$ cat config.mk
export PLATFORM = sky130hd
export DESIGN_NAME = timed_write_protection
export DESIGN_NICKNAME = d
export VERILOG_FILES = /design/src/hdl/twp_pkg.sv /design/src/hdl/timed_write_protection.sv
export SDC_FILE = /design/constraint.sdc
export NUM_CORES = 1
export LEC_CHECK = 0
export BUFFER_PORTS_ARGS = -buffer_cell sky130_fd_sc_hd__buf_2
export CAP_MARGIN = 0
export CORE_UTILIZATION = 45
export DETAILED_ROUTE_END_ITERATION = 7
export HOLD_SLACK_MARGIN = 0.03
export PLACE_DENSITY = 0.77
export SYNTH_ARGS = -nofsm -noshare
export SYNTH_HDL_FRONTEND = slang
export SYNTH_SLANG_ARGS = --single-unit
$ cat constraint.sdc
create_clock -name clk_sys -period 4.5 [get_ports clk_sys]
set_input_delay 0.675 -clock clk_sys [delete_from_list [all_inputs] [get_ports clk_sys]]
set_output_delay 0.675 -clock clk_sys [all_outputs]
set_load 0.02 [all_outputs]
$ cat src/hdl/twp_pkg.sv
package twp_pkg;
  localparam logic [7:0] KEY_ADDR        = 8'hc7;
  localparam logic [7:0] KEY_FIRST       = 8'haa;
  localparam logic [7:0] KEY_SECOND      = 8'h55;
  localparam int         CLK_PER_MCYCLE  = 4;
  localparam int         ARM_MCYCLES     = 3;
  localparam int         WINDOW_MCYCLES  = 3;
  localparam logic [1:0] PHASE_LAST      = 2'h3;
  localparam logic [1:0] MC_CNT_ZERO     = 2'h0;
  localparam logic [1:0] ARM_CNT_INIT    = 2'h3;
  localparam logic [1:0] WIN_CNT_INIT    = 2'h3;
  localparam logic [7:0] PROT_RESET      = 8'h00;

  typedef enum logic [2:0] {
    TWP_IDLE   = 3'b001,
    TWP_ARMED  = 3'b010,
    TWP_OPEN   = 3'b100
  } twp_state_t;
endpackage

$ cat src/hdl/timed_write_protection.sv
`timescale 1ns/1ns
module timed_write_protection
  import twp_pkg::*;
#(
  parameter int PROT_WIDTH = 8
) (
  input  wire logic                  clk_sys,
  input  wire logic                  rst_b,
  input  wire logic                  sfrWrEn,
  input  wire logic [7:0]            sfrAddr,
  input  wire logic [7:0]            sfrWrData,
  input  wire logic                  protWrEn,
  input  wire logic [PROT_WIDTH-1:0] protWrMask,
  input  wire logic [PROT_WIDTH-1:0] protWrData,
  output logic      [PROT_WIDTH-1:0] protBits,
  output logic                       windowOpen,
  output logic                       armed
);

  // Machine cycle phase
  logic [1:0]            phase_reg;
  logic [1:0]            phase_next;
  logic                  mcEnd;

  // Key sequencer
  twp_state_t            state_reg;
  twp_state_t            state_next;
  logic [1:0]            armCnt_reg;
  logic [1:0]            armCnt_next;
  logic [1:0]            winCnt_reg;
  logic [1:0]            winCnt_next;

  // Status outputs
  logic                  open_reg;
  logic                  open_next;
  logic                  armed_reg;
  logic                  armed_next;

  // Protected bits
  logic [PROT_WIDTH-1:0] prot_reg;
  logic [PROT_WIDTH-1:0] prot_next;
  logic                  protTake;

  // Key decode
  logic                  keyWr;
  logic                  keyFirst;
  logic                  keySecond;
  logic                  keyOther;
  logic                  armLast;
  logic                  winLast;

  // Matches a write of one key value to the key register
  function automatic logic keyMatch(
    input logic       wrEn,
    input logic [7:0] addr,
    input logic [7:0] data,
    input logic [7:0] value
  );
    keyMatch = wrEn && (addr == KEY_ADDR) && (data == value);
  endfunction

  assign keyWr     = sfrWrEn && (sfrAddr == KEY_ADDR);
  assign keyFirst  = keyMatch(sfrWrEn, sfrAddr, sfrWrData, KEY_FIRST);
  assign keySecond = keyMatch(sfrWrEn, sfrAddr, sfrWrData, KEY_SECOND);
  assign keyOther  = keyWr && !keyFirst && !keySecond;

  // four clocks per machine cycle
  // Free-running, so a duration ends on a boundary and may be up to a cycle short
  always_comb begin
    phase_next = phase_reg + 2'h1;
  end

  always_ff @(posedge clk_sys) begin
    if (!rst_b) begin
      phase_reg <= MC_CNT_ZERO;
    end else begin
      phase_reg <= phase_next;
    end
  end

  assign mcEnd = (phase_reg == PHASE_LAST);

  assign armLast = mcEnd && (armCnt_reg == 2'h1);
  assign winLast = mcEnd && (winCnt_reg == 2'h1);

  always_comb begin
    armCnt_next = armCnt_reg;
    if ((state_reg == TWP_IDLE) && keyFirst) begin
      armCnt_next = ARM_CNT_INIT;
    end else if (state_reg == TWP_ARMED) begin
      if (keyFirst) begin
        armCnt_next = ARM_CNT_INIT;
      end else if (keyWr) begin
        armCnt_next = MC_CNT_ZERO;
      end else if (mcEnd) begin
        armCnt_next = armCnt_reg - 2'h1;
      end
    end else begin
      armCnt_next = MC_CNT_ZERO;
    end
  end

  always_comb begin
    winCnt_next = winCnt_reg;
    if ((state_reg == TWP_ARMED) && keySecond) begin
      winCnt_next = WIN_CNT_INIT;
    end else if (state_reg == TWP_OPEN) begin
      if (mcEnd) begin
        winCnt_next = winCnt_reg - 2'h1;
      end
    end else begin
      winCnt_next = MC_CNT_ZERO;
    end
  end

  always_comb begin
    state_next = state_reg;
    case (state_reg)
      TWP_IDLE: begin
        if (keyFirst) begin
          state_next = TWP_ARMED;
        end
      end
      TWP_ARMED: begin
        if (keySecond) begin
          state_next = TWP_OPEN;
        end else if (keyFirst) begin
          state_next = TWP_ARMED;
        end else if (keyOther) begin
          // A stray key value relocks rather than waiting out the period
          state_next = TWP_IDLE;
        end else if (armLast) begin
          state_next = TWP_IDLE;
        end
      end
      TWP_OPEN: begin
        // window self-closes
        // Key writes are ignored here, so the window cannot be stretched
        if (winLast) begin
          state_next = TWP_IDLE;
        end
      end
      default: begin
        state_next = TWP_IDLE;
      end
    endcase
  end

  always_ff @(posedge clk_sys) begin
    if (!rst_b) begin
      state_reg  <= TWP_IDLE;
      armCnt_reg <= MC_CNT_ZERO;
      winCnt_reg <= MC_CNT_ZERO;
    end else begin
      state_reg  <= state_next;
      armCnt_reg <= armCnt_next;
      winCnt_reg <= winCnt_next;
    end
  end

  // Status flags track the registered state exactly
  always_comb begin
    open_next  = (state_next == TWP_OPEN);
    armed_next = (state_next == TWP_ARMED);
  end

  always_ff @(posedge clk_sys) begin
    if (!rst_b) begin
      open_reg  <= 1'b0;
      armed_reg <= 1'b0;
    end else begin
      open_reg  <= open_next;
      armed_reg <= armed_next;
    end
  end

  assign protTake = protWrEn && (state_reg == TWP_OPEN);

  for (genvar b = 0; b < PROT_WIDTH; b++) begin : g_prot
    assign prot_next[b] = (protTake && protWrMask[b]) ? protWrData[b] : prot_reg[b];
  end

  always_ff @(posedge clk_sys) begin
    if (!rst_b) begin
      prot_reg <= PROT_WIDTH'(PROT_RESET);
    end else begin
      prot_reg <= prot_next;
    end
  end

  assign protBits   = prot_reg;
  assign windowOpen = open_reg;
  assign armed      = armed_reg;

endmodule // timed_write_protection

# --- After elaboration in Yosys (flattened, before gate mapping) ---
# Index checks and enable logic that the tools add are counted.
op_classes:
  add_sub_neg: 3
  eq_ne: 13
  n_mux: 15
  reduce_logical: 20
op_table:
  columns: ["op", "n"]
  rows:
  - ["logical AND 1 bit", 18]
  - ["2-to-1 mux 3 bit", 6]
  - ["== test 8 bit, second input constant", 2]
  - ["2-to-1 mux 2 bit", 8]
  - ["case mux 3 bit (3 select lines)", 1]
  - ["== test 8 x 7 -> 1 bit, second input constant", 1]
  - ["== test 3 x 2 -> 1 bit, second input constant", 2]
  - ["== test 3 bit, second input constant", 2]
  - ["!= test 5 bit, second input constant", 1]
  - ["== test 2 x 1 -> 1 bit, second input constant", 2]
  - ["subtractor 2 x 1 -> 2 bit, second input constant", 2]
  - ["== test 3 x 1 -> 1 bit, second input constant", 1]
  - ["!= test 3 bit, second input constant", 1]
  - ["adder 2 x 1 -> 2 bit, second input constant", 1]
  - ["== test 2 bit, second input constant", 1]
  - ["logical NOT 1 bit", 2]
totals:
  register_bits: 19
  input_bits: 36
  output_inout_bits: 10
  word_cells: 65

# --- Depth between registers and ports, before layout ---
# Gate-level depths: netlist of run 1.
depth:
  ltp_word: 11
  depth_mapped: 6
  depth_no_buf: 6

# --- Worst setup path before layout of run 1 ---
# Ideal clock, no wire load.
synth_timing:
  kind: "in2reg"
  startpoint: "in sfrAddr[5]"
  endpoint: "reg state_reg[0]"
  setup_time_ns: 0.128
  arrival_time_ns: 1.614
  required_time_ns: 4.372
  path_slack_ns: 2.758
  stages: 4
  n_path_buf: 0
  cell_sequence: "nand2b_1 or4_4 o22ai_2 o21ai_1"
synth_between:
  elab_chain_cells: 10
  word_cells_on_any_way: 13
  classes_between: "eq/ne (1); mux (5); reduce/logical (7)"
synth_lines:
  columns: ["item", "line", "text"]
  rows:
  - ["start, declared", "timed_write_protection.sv:10", "input wire logic [7:0] sfrAddr,"]
  - ["== test 8 bit (*)", "timed_write_protection.sv:59, timed_write_protection.sv:62", null]
  - ["logical AND 1 bit (*)", "timed_write_protection.sv:59, timed_write_protection.sv:62", null]
  - ["logical AND 1 bit", "timed_write_protection.sv:59", "keyMatch = wrEn && (addr == KEY_ADDR) && (data == value);"]
  - ["logical NOT 1 bit", "timed_write_protection.sv:65", "assign keyOther = keyWr && !keyFirst && !keySecond;"]
  - ["logical AND 1 bit (2 in a row)", "timed_write_protection.sv:65", null]
  - ["2-to-1 mux 3 bit", "timed_write_protection.sv:129", "end else if (keyOther) begin"]
  - ["2-to-1 mux 3 bit", "timed_write_protection.sv:127", "end else if (keyFirst) begin"]
  - ["2-to-1 mux 3 bit", "timed_write_protection.sv:125", "if (keySecond) begin"]
  - ["case mux 3 bit (3 select lines) (*)", "timed_write_protection.sv:118", "case (state_reg)"]
  - ["end signal, assigned", "timed_write_protection.sv:155", "state_reg <= state_next;"]
  - ["end, declared", "timed_write_protection.sv:26", "twp_state_t state_reg;"]
# Mark *: on every way between the ends. The rest lies on a longest branch, timed or not.
# A chain may end at the register's enable or synchronous reset.

# --- Worst setup path after layout of run 1 ---
# Ends and elaborated chain as after synthesis.

==> results of run 1 <==
==> metal layers <==
metal / GRT usage / part of all wire
met5: 0 / 0
met4: 0.0294 / 0.0058
met3: 0.0566 / 0.045
met2: 0.333 / 0.51
met1: 0.199 / 0.44
==> final cells by class <==
class / count / area (um2) / area share
multi-input cells: 86 / 566 / 0.454
inverters: 2 / 7.51 / 0.00602
well taps: 27 / 33.8 / 0.0271
clock buffers: 4 / 26.3 / 0.0211
repair buffers: 46 / 233 / 0.187
flip-flops and latches: 19 / 380 / 0.305
==> logic make-up after synthesis <==
family	count (synthesis)	synth area share
fa+ha+maj	3	0.0388
simple gates	59	0.357
flops	19	0.393
xor+xnor	3	0.0272
buf+inv	6	0.0285
mux	2	0.0207
compound gates	19	0.135
==> cells in the mapped netlist, types with 2 or more instances <==
library cell | count | area share
sky130_fd_sc_hd__nor2_1 | 4 | 0.016
sky130_fd_sc_hd__o21a_1 | 2 | 0.016
sky130_fd_sc_hd__and2_1 | 5 | 0.032
sky130_fd_sc_hd__ha_1 | 3 | 0.039
sky130_fd_sc_hd__nor2b_1 | 2 | 0.013
sky130_fd_sc_hd__nand3b_1 | 2 | 0.016
sky130_fd_sc_hd__inv_1 | 2 | 0.0078
sky130_fd_sc_hd__dfxtp_1 | 19 | 0.39
sky130_fd_sc_hd__a21boi_0 | 8 | 0.062
sky130_fd_sc_hd__nand2b_1 | 3 | 0.019
sky130_fd_sc_hd__xor2_1 | 2 | 0.018
sky130_fd_sc_hd__mux2i_1 | 2 | 0.021
sky130_fd_sc_hd__nor4bb_1 | 5 | 0.052
sky130_fd_sc_hd__nand3_1 | 11 | 0.057
sky130_fd_sc_hd__nand2_1 | 21 | 0.082
sky130_fd_sc_hd__a21oi_1 | 5 | 0.026
==> worst max-delay path by stage <==
stage               slack (ps)       start      endpoint  cells past startpoint
global placement          2610  sfrAddr[5]  state_reg[0]                      5
detailed placement        2570  sfrAddr[5]  state_reg[0]                      5
CTS                       2900  sfrAddr[5]  state_reg[0]                      5
finish                    2890  sfrAddr[5]  state_reg[0]                      5
global route              2800  sfrAddr[5]  state_reg[0]                      5
floorplan                 2760  sfrAddr[5]  state_reg[0]                      4
==> power groups by stage <==
stage	clock, W	combinational (W)	sequential [W]
after floorplan	0	0.00000991	0.000174
after global placement	0	0.0000276	0.000174
after detailed placement	0	0.0000285	0.000174
after CTS	0.0000891	0.0000287	0.000170
after global routing	0.0000946	0.0000319	0.000171
final	0.0000842	0.0000283	0.000170
==> worst max-delay path: stages <==
cell and delay (ps):
sky130_fd_sc_hd__buf_2 90, sky130_fd_sc_hd__nand2b_1 140, sky130_fd_sc_hd__or4_4 560, sky130_fd_sc_hd__o22ai_2 220, sky130_fd_sc_hd__o21ai_1 100
==> through the flow <==
stage | utilization | power (W)
3_3_place_gp | 0.616 | 0.000202
3_5_place_dp | 0.616 | 0.000203
2_1_floorplan | - | 0.000184
5_1_grt | 0.629 | 0.000297
4_1_cts | 0.629 | 0.000288
6_report | 0.629 | 0.000283
==> impl_metrics.csv, run 1 <==
group,metric,value,unit
layout,layout_common_cells,"sky130_fd_sc_hd__buf_2 (45), sky130_fd_sc_hd__nand2_1 (21), sky130_fd_sc_hd__dfxtp_1 (19)",
floorplan,floorplan.die_area,0.00234,mm2
detailed_routing,drc_errors,0,
clocking,clk_lat_worst_skew,300,ps
clocking,cts-buffers-inserted,3,
clocking,cts.repair.resized,0,
floorplan,fp.dieH,48.4,um
grt,grt_max_degree,18,
sta,clock.fmax,622,MHz
clocking,cts_tree,"built",
detailed_routing,viasPerCell,4.95,
layout,largest_register_ffs,8,
floorplan,design.portCount,46,
critical_path,worst_r2r_path_depth,5,
detailed_routing,num_vias,911,
min_path,holdPathStages,1,
critical_path,crit_path_max_fanout,5,
floorplan,rows,16,
detailed_routing,average_wire_per_cell_in_the_routed_design,10.4,um
pwr,power_switching,0.0000617,W
yosys,ys_warn_count,0,
sta,setup_ws,2890,ps
pwr,power.share.switching,0.218,
layout,final_common_cell,"sky130_fd_sc_hd__buf_2",
critical_path,timing.critical_path.required,4680,ps
sta,finalCriticalPeriod,1610,ps
placement,place_congestion,0.808,
sta,tightestPinTransition,532,ps
yosys,synthesis.instances,111,
layout,nNetsFinal,197,
sta,finalHoldViolations,0,
placement,place.detailed.instances,180,
sta,timing.final.crit_share,0.357,
min_path,hold_path.startpoint,"phase_reg[0]",
grt,grtUsageTotal,0.178,
critical_path,criticalPathCategory,"input port to flip-flop",
yosys,postSynthNetCount,150,
grt,grt_pass1_wl,3320,um
pwr,power.leakage,0.519,nW
clocking,post_cts.repair.setup_buffers,0,
clocking,cts.sink_count,19,
floorplan,die-width,48.4,um
clocking,cts.path.max_buffers,2,
sta,worst_clock_skew,3.07,ps
floorplan,floorplan.core_area,0.00198,mm2
yosys,netlist_area,967,um2
clocking,holdBufCountCts,0,
sta,slew-limit-headroom,0.642,
layout,syn_to_final_growth,28.8,%
pwr,intPower,0.000221,W
critical_path,critical_path.reg2reg.startpoint,"phase_reg[0]",
grt,number_of_antenna_violations_at_the_first_check_in_global_routing,0,
critical_path,crit_arrival,1790,ps
placement,dpl_worst_slack,2570,ps
yosys,ys.flop_type,"sky130_fd_sc_hd__dfxtp_1",
yosys,synthDistinctLibCells,31,
detailed_routing,detailedRoute.firstIterationViolations,10,
sta,unrepaired_setup_endpoints_after_global_routing,"no",
detailed_routing,detail-route-antenna-nets,0,
pwr,power.share.sequential,0.602,
layout,fillers,197,
outcome,run_status,"complete, no violations",
detailed_routing,detail_route.wirelength,1910,um
clocking,cts.root.buffer_cell,"sky130_fd_sc_hd__clkbuf_4",
clocking,clk_pin_slew,100,ps
layout,final_area,0.00125,mm2
placement,placed_cell_area,0.00122,mm2
grt,grt_pass1_vias,861,
clocking,ctsHtreeMaxLevel,1,
run,max_cap_violation_count,0,
yosys,avg_synthesized_cell_area,8.71,um2
sta,timing.final.max_slew_violations,0,
pwr,power_per_cell_area,227,mW/mm2
sta,setup-violations-final,0,
layout,final-instance-count-excl-fill,184,
pwr,comb_power_share,0.100,
pwr,max-vdd-ir-drop,0.169,mV
sta,worst_hold_slack,425,ps
detailed_routing,firstDrtPassIters,4,
yosys,post_synth_edffs,0,
layout,antennaDiodeCount,0,
critical_path,crit_path_start_kind,"input port",
placement,io_buffer_count,45,
critical_path,rrSetupSlack,3040,ps
sta,fin_tns_setup,0,ps
layout,drive_gt1_frac,0.338,
pwr,clock_share_of_power,0.298,
yosys,async_reset_ff_frac,0,
min_path,hold_path_end,"phase_reg[0]",
floorplan,initial_utilization,0.488,
yosys,synth_seq_area_share,0.393,
critical_path,r2r-end,"state_reg[0]",
critical_path,critPathCaptureType,"flip-flop",
yosys,ys_seq_elements,19,
grt,leftover_overflow_at_the_end_of_global_routing,0,
min_path,min_path_type,"flip-flop to flip-flop",
Power figures use the tool's default switching activity.
==> run 2, diff against run 1 <==
==> constraint.sdc (replaced) <==
create_clock -name clk_sys -period 1.6 [get_ports clk_sys]
set_input_delay 0.24 -clock clk_sys [delete_from_list [all_inputs] [get_ports clk_sys]]
set_output_delay 0.24 -clock clk_sys [all_outputs]
set_load 0.02 [all_outputs]
==> run 2 against run 1 <==
Register-to-register slack lost 2800 ps. Final area increased by 1.6%. Global-route usage rose by 2.1 points. Non-clock buffer count is 2 higher. Setup slack lost 2700 ps. Total power rose to 2.8 times the previous value. Clock-buffer cell count did not move.
==> impl_metrics.csv, run 2 (synthesized netlist as in run 1, its figures left out) <==
group,metric,value,unit
pwr,power.leakage,0.530,nW
clocking,post_cts.repair.setup_buffers,0,
grt,grt_pass1_wl,3570,um
placement,place.detailed.hpwl,1780,um
sta,worst_hold_slack,193,ps
floorplan,rows,16,
layout,drive_gt1_frac,0.352,
grt,grt.met2_usage,0.390,
grt,leftover_overflow_at_the_end_of_global_routing,0,
pwr,power_per_cell_area,633,mW/mm2
critical_path,critical_path.reg2reg.startpoint,"state_reg[1]",
critical_path,crit_arrival,1620,ps
sta,finalCriticalPeriod,1370,ps
clocking,holdBufCountCts,0,
pwr,comb_power_share,0.105,
clocking,clk_pin_slew,100,ps
sta,unrepaired_setup_endpoints_after_global_routing,"no",
detailed_routing,viasPerCell,5.08,
min_path,holdPathStages,3,
clocking,cts-buffers-inserted,3,
detailed_routing,num_vias,944,
floorplan,design.portCount,46,
layout,nNetsFinal,199,
detailed_routing,detail-route-antenna-nets,0,
critical_path,worst_r2r_path_depth,4,
floorplan,floorplan.core_area,0.00198,mm2
clocking,cts.sink_count,19,
sta,timing.final.crit_share,0.856,
pwr,power_switching,0.000178,W
pwr,max-vdd-ir-drop,0.509,mV
placement,placed_cell_area,0.00123,mm2
clocking,cts_tree,"built",
layout,largest_register_ffs,8,
grt,grtUsageTotal,0.199,
sta,fin_tns_setup,0,ps
critical_path,rrSetupSlack,230,ps
floorplan,floorplan.die_area,0.00234,mm2
critical_path,timing.critical_path.required,1850,ps
critical_path,crit_path_max_fanout,7,
placement,io_buffer_count,45,
floorplan,fp.dieH,48.4,um
sta,finalHoldViolations,0,
sta,clock.fmax,730,MHz
critical_path,r2r-end,"windowOpen",
pwr,power.share.switching,0.222,
pwr,power.share.sequential,0.598,
min_path,min_path_type,"input port to flip-flop",
run,max_cap_violation_count,0,
clocking,cts.repair.resized,0,
floorplan,die-width,48.4,um
grt,number_of_antenna_violations_at_the_first_check_in_global_routing,0,
layout,antennaDiodeCount,0,
pwr,clock_share_of_power,0.297,
layout,layout_common_cells,"sky130_fd_sc_hd__buf_2 (45), sky130_fd_sc_hd__nand2_1 (21), sky130_fd_sc_hd__dfxtp_1 (19)",
pwr,intPower,0.000623,W
layout,syn_to_final_growth,30.9,%
outcome,run_status,"complete, no violations",
sta,setup-violations-final,0,
critical_path,criticalPathCategory,"flip-flop to flip-flop",
clocking,ctsHtreeMaxLevel,1,
clocking,cts.root.buffer_cell,"sky130_fd_sc_hd__clkbuf_4",
min_path,hold_path_end,"protBits[2]",
floorplan,initial_utilization,0.488,
sta,slew-limit-headroom,0.688,
clocking,clk_lat_worst_skew,290,ps
detailed_routing,detail_route.wirelength,2170,um
critical_path,critPathCaptureType,"flip-flop",
detailed_routing,firstDrtPassIters,4,
layout,final_area,0.00127,mm2
sta,timing.final.max_slew_violations,0,
sta,tightestPinTransition,462,ps
placement,place_congestion,0.792,
layout,final_common_cell,"sky130_fd_sc_hd__buf_2",
sta,worst_clock_skew,0.929,ps
grt,use_met1,0.190,
min_path,hold_path.startpoint,"protWrData[2]",
grt,grt_util_met3,0.0597,
grt,grt_pass1_vias,952,
critical_path,crit_path_start_kind,"flip-flop",
grt,grt.busiest_layer,"met2",
clocking,cts.path.max_buffers,2,
detailed_routing,drc_errors,0,
detailed_routing,detailedRoute.firstIterationViolations,12,
detailed_routing,average_wire_per_cell_in_the_routed_design,11.7,um
grt,grt_max_degree,18,
[run 2: worst max path at each step]
stage            startpoint            to
6_report       state_reg[1]    windowOpen
3_3_place_gp     sfrAddr[5]  state_reg[0]
4_1_cts        state_reg[1]    windowOpen
3_5_place_dp     sfrAddr[5]  state_reg[0]
2_1_floorplan  phase_reg[0]  state_reg[0]
5_1_grt        state_reg[1]  state_reg[0]
[run 2: critical path, stage by stage (launching register included)]
cell and delay, ps:
sky130_fd_sc_hd__dfxtp_1 480, sky130_fd_sc_hd__nor3b_2 300, sky130_fd_sc_hd__nand3_1 170, sky130_fd_sc_hd__o22ai_2 220
sky130_fd_sc_hd__and2_1 150
[run 2: per-layer routing]
metal / vias up / routed length (um)
li1: 486 / -
met1: 440 / 807
met2: 14 / 1240
met3: 4 / 90
met4: 0 / 33
met5: - / 0
[run 2: layout make-up]
class                           instances  area [um2]
Inverter                                2        7.51
Fill cell                             183         716
Clock buffer                            4        26.3
Multi-Input combinational cell         86         571
Sequential cell                        19         380
Tap cell                               27        33.8
Timing Repair Buffer                   48         248
[run 2: stage by stage]
stage | setup slack [ps] | util | cells | power (W)
finish | 230 | 0.639 | 186 | 0.000801
global placement | 154 | 0.623 | 182 | 0.000569
floorplan | 175 | - | 111 | 0.000517
CTS | 108 | 0.636 | 186 | 0.000817
detailed placement | 85.4 | 0.623 | 182 | 0.000575
global route | 119 | 0.639 | 186 | 0.000836
[run 2: power groups by stage]
| stage | clock (W) | combinational [W] | sequential (W) |
|---|---|---|---|
| detailed placement | 0 | 0.0000847 | 0.000490 |
| global placement | 0 | 0.0000793 | 0.000490 |
| CTS | 0.000253 | 0.0000849 | 0.000479 |
| floorplan | 0 | 0.0000279 | 0.000489 |
| global route | 0.000264 | 0.0000930 | 0.000480 |
| finish | 0.000238 | 0.0000845 | 0.000479 |
==> run 3, diff against run 2 <==
--- a/config.mk
+++ b/config.mk
@@ -7,10 +7,10 @@
 export LEC_CHECK = 0
 export BUFFER_PORTS_ARGS = -buffer_cell sky130_fd_sc_hd__buf_2
 export CAP_MARGIN = 0
-export CORE_UTILIZATION = 45
+export CORE_UTILIZATION = 40
 export DETAILED_ROUTE_END_ITERATION = 7
 export HOLD_SLACK_MARGIN = 0.03
-export PLACE_DENSITY = 0.77
+export PLACE_DENSITY = 0.72
 export SYNTH_ARGS = -nofsm -noshare
 export SYNTH_HDL_FRONTEND = slang
 export SYNTH_SLANG_ARGS = --single-unit
==> constraint.sdc (replaced) <==
create_clock -name clk_sys -period 1.15 [get_ports clk_sys]
set_input_delay 0.1725 -clock clk_sys [delete_from_list [all_inputs] [get_ports clk_sys]]
set_output_delay 0.1725 -clock clk_sys [all_outputs]
set_load 0.02 [all_outputs]
==> run 3 against run 2 <==
The flow now finishes with violations (setup timing). Clock power up 40%. Largest power group unchanged. Via count grew 6.4%. Largest cell class unchanged. Sequential cell count unchanged. Setup slack got worse by 400 ps. Fmax grew 3.9%. Utilization is 2.0 points higher. Worst hold slack got worse by 63 ps. Non-clock buffer count is 9 higher. Clock-buffer cell count is the same. Routed wire length rose by 14%. Combinational power up 57%.
==> impl_metrics.csv, run 3 (synthesized netlist as in run 1, its figures left out) <==
group,metric,value,unit
outcome,run_status,"complete, but fails checks",
outcome,violations,"setup timing",
sta,finalCriticalPeriod,1320,ps
floorplan,rows,17,
layout,largest_register_ffs,8,
sta,setup_ws,-169,ps
placement,place_congestion,0.793,
sta,unrepaired_setup_endpoints_after_global_routing,"yes",
min_path,hold_path_end,"protBits[2]",
detailed_routing,detailedRoute.firstIterationViolations,3,
layout,final_common_cell,"sky130_fd_sc_hd__buf_2",
detailed_routing,firstDrtPassIters,4,
detailed_routing,num_vias,1004,
detailed_routing,drc_errors,0,
critical_path,critPathCaptureType,"flip-flop",
run,max_cap_violation_count,0,
detailed_routing,average_wire_per_cell_in_the_routed_design,12.6,um
critical_path,rrSetupSlack,-170,ps
detailed_routing,detail_route.wirelength,2460,um
layout,finish.utilization,0.659,
grt,grt_max_degree,18,
sta,timing.final.crit_share,1.15,
clocking,cts-buffers-inserted,3,
placement,place.detailed.hpwl,1720,um
clocking,ctsHtreeMaxLevel,1,
sta,setup-violations-final,9,
floorplan,floorplan.core_area,0.00225,mm2
critical_path,timing.critical_path.required,1320,ps
sta,clock.fmax,758,MHz
layout,layout_common_cells,"sky130_fd_sc_hd__buf_2 (45), sky130_fd_sc_hd__nand2_1 (15), sky130_fd_sc_hd__dfxtp_1 (13)",
clocking,cts.sink_count,19,
min_path,holdPathStages,3,
detailed_routing,detail-route-antenna-nets,0,
pwr,max-vdd-ir-drop,0.613,mV
grt,grt_pass1_vias,945,
detailed_routing,viasPerCell,5.12,
placement,dpl_worst_slack,-223,ps
sta,worst_clock_skew,8.21,ps
layout,nNetsFinal,208,
floorplan,fp.dieH,51.2,um
floorplan,design.portCount,46,
grt,number_of_antenna_violations_at_the_first_check_in_global_routing,0,
clocking,cts.path.max_buffers,2,
clocking,clk_pin_slew,110,ps
clocking,clk_lat_worst_skew,290,ps
floorplan,floorplan.die_area,0.00262,mm2
critical_path,worst_r2r_path_depth,5,
layout,fillers,188,
layout,drive_gt1_frac,0.554,
critical_path,r2r-end,"state_reg[0]",
placement,io_buffer_count,45,
pwr,power_per_cell_area,762,mW/mm2
grt,grt_pass1_wl,3640,um
sta,timing.final.max_slew_violations,0,
critical_path,crit_arrival,1490,ps
clocking,cts_tree,"built",
layout,syn_to_final_growth,53.6,%
pwr,power.leakage,0.603,nW
floorplan,initial_utilization,0.429,
sta,finalHoldViolations,0,
sta,tightestPinTransition,619,ps
critical_path,criticalPathCategory,"flip-flop to flip-flop",
grt,leftover_overflow_at_the_end_of_global_routing,0,
floorplan,die-width,51.2,um
grt,grtUsageTotal,0.185,
critical_path,crit_path_max_fanout,2,
critical_path,critical_path.reg2reg.startpoint,"phase_reg[0]",
critical_path,crit_path_start_kind,"flip-flop",
layout,antennaDiodeCount,0,
min_path,hold_path.startpoint,"protWrData[2]",
clocking,cts.root.buffer_cell,"sky130_fd_sc_hd__clkbuf_4",
sta,slew-limit-headroom,0.582,
min_path,min_path_type,"input port to flip-flop",
run 3: cell types whose count changed in the layout (fill, tap and decap cells not counted), moves of 4 or more:
| cell | before | now |
|---|---|---|
| sky130_fd_sc_hd__nand2_2 | 0 | 6 |
| sky130_fd_sc_hd__dfxtp_1 | 19 | 13 |
| sky130_fd_sc_hd__nand3_2 | 0 | 5 |
| sky130_fd_sc_hd__a21boi_0 | 8 | 4 |
| sky130_fd_sc_hd__dfxtp_2 | 0 | 4 |
| sky130_fd_sc_hd__buf_6 | 0 | 4 |
| sky130_fd_sc_hd__buf_4 | 3 | 8 |
| sky130_fd_sc_hd__nand3_1 | 11 | 6 |
| sky130_fd_sc_hd__nand2_1 | 21 | 15 |
run 3: repair_timing:
action / CTS / global route
pin swaps: 2 / 19
cloned: 0 / 1
resized for setup: 3 / 36
setup buffers: 2 / 1
hold buffers: 0 / 0
endpoints found under the setup margin: 12 / 17
run 3: area by class of cell:
| type | count | area, um2 | share of cell area |
|---|---|---|---|
| Inverter | 2 | 7.51 | 0.00505 |
| Multi-Input combinational cell | 86 | 693 | 0.467 |
| Sequential cell | 19 | 393 | 0.265 |
| Tap cell | 28 | 35.0 | 0.0236 |
| Timing Repair Buffer | 57 | 330 | 0.222 |
| Clock buffer | 4 | 26.3 | 0.0177 |
run 3: worst max path at each step:
stage / slack, ps / startpoint / end
6_report: -170 / phase_reg[0] / state_reg[0]
5_1_grt: -230 / armCnt_reg[1] / state_reg[0]
4_1_cts: -150 / armCnt_reg[1] / state_reg[0]
3_5_place_dp: -220 / sfrAddr[5] / windowOpen
3_3_place_gp: -190 / sfrAddr[5] / state_reg[0]
2_1_floorplan: -190 / phase_reg[0] / state_reg[0]
run 3: report_power, final:
part	leakage [nW]	internal (W)	switching (W)	total [W]
Clock	0.0150	0.000135	0.000198	0.000333
Combinational	0.432	0.0000758	0.0000568	0.000133
Sequential	0.156	0.000661	0.00000568	0.000666
run 3: worst max-delay path, stage by stage (launching register included):
cell,delay [ps]
sky130_fd_sc_hd__dfxtp_2,350
sky130_fd_sc_hd__ha_4,160
sky130_fd_sc_hd__nand2_2,70
sky130_fd_sc_hd__or4bb_1,400
sky130_fd_sc_hd__mux2i_1,160
sky130_fd_sc_hd__o21ai_1,70
run 3: stage by stage:
stage / power, W / hold WS [ps] / setup TNS [ps] / cells / cell area [um2]
floorplan: 0.000730 / 319 / -499 / 111 / 1010
global placement: 0.000799 / 413 / -1370 / 188 / 1300
detailed placement: 0.000806 / 418 / -1930 / 188 / 1300
CTS: 0.00113 / 131 / -703 / 194 / 1350
global route: 0.00118 / 130 / -1260 / 196 / 1490
finish: 0.00113 / 130 / -523 / 196 / 1490
run 3: metal layers:
layer | GRT usage | routed length (um)
met2 | 0.373 | 1300
met3 | 0.0357 | 83
met4 | 0.0556 | 12
met5 | 0 | 0
met1 | 0.185 | 1060
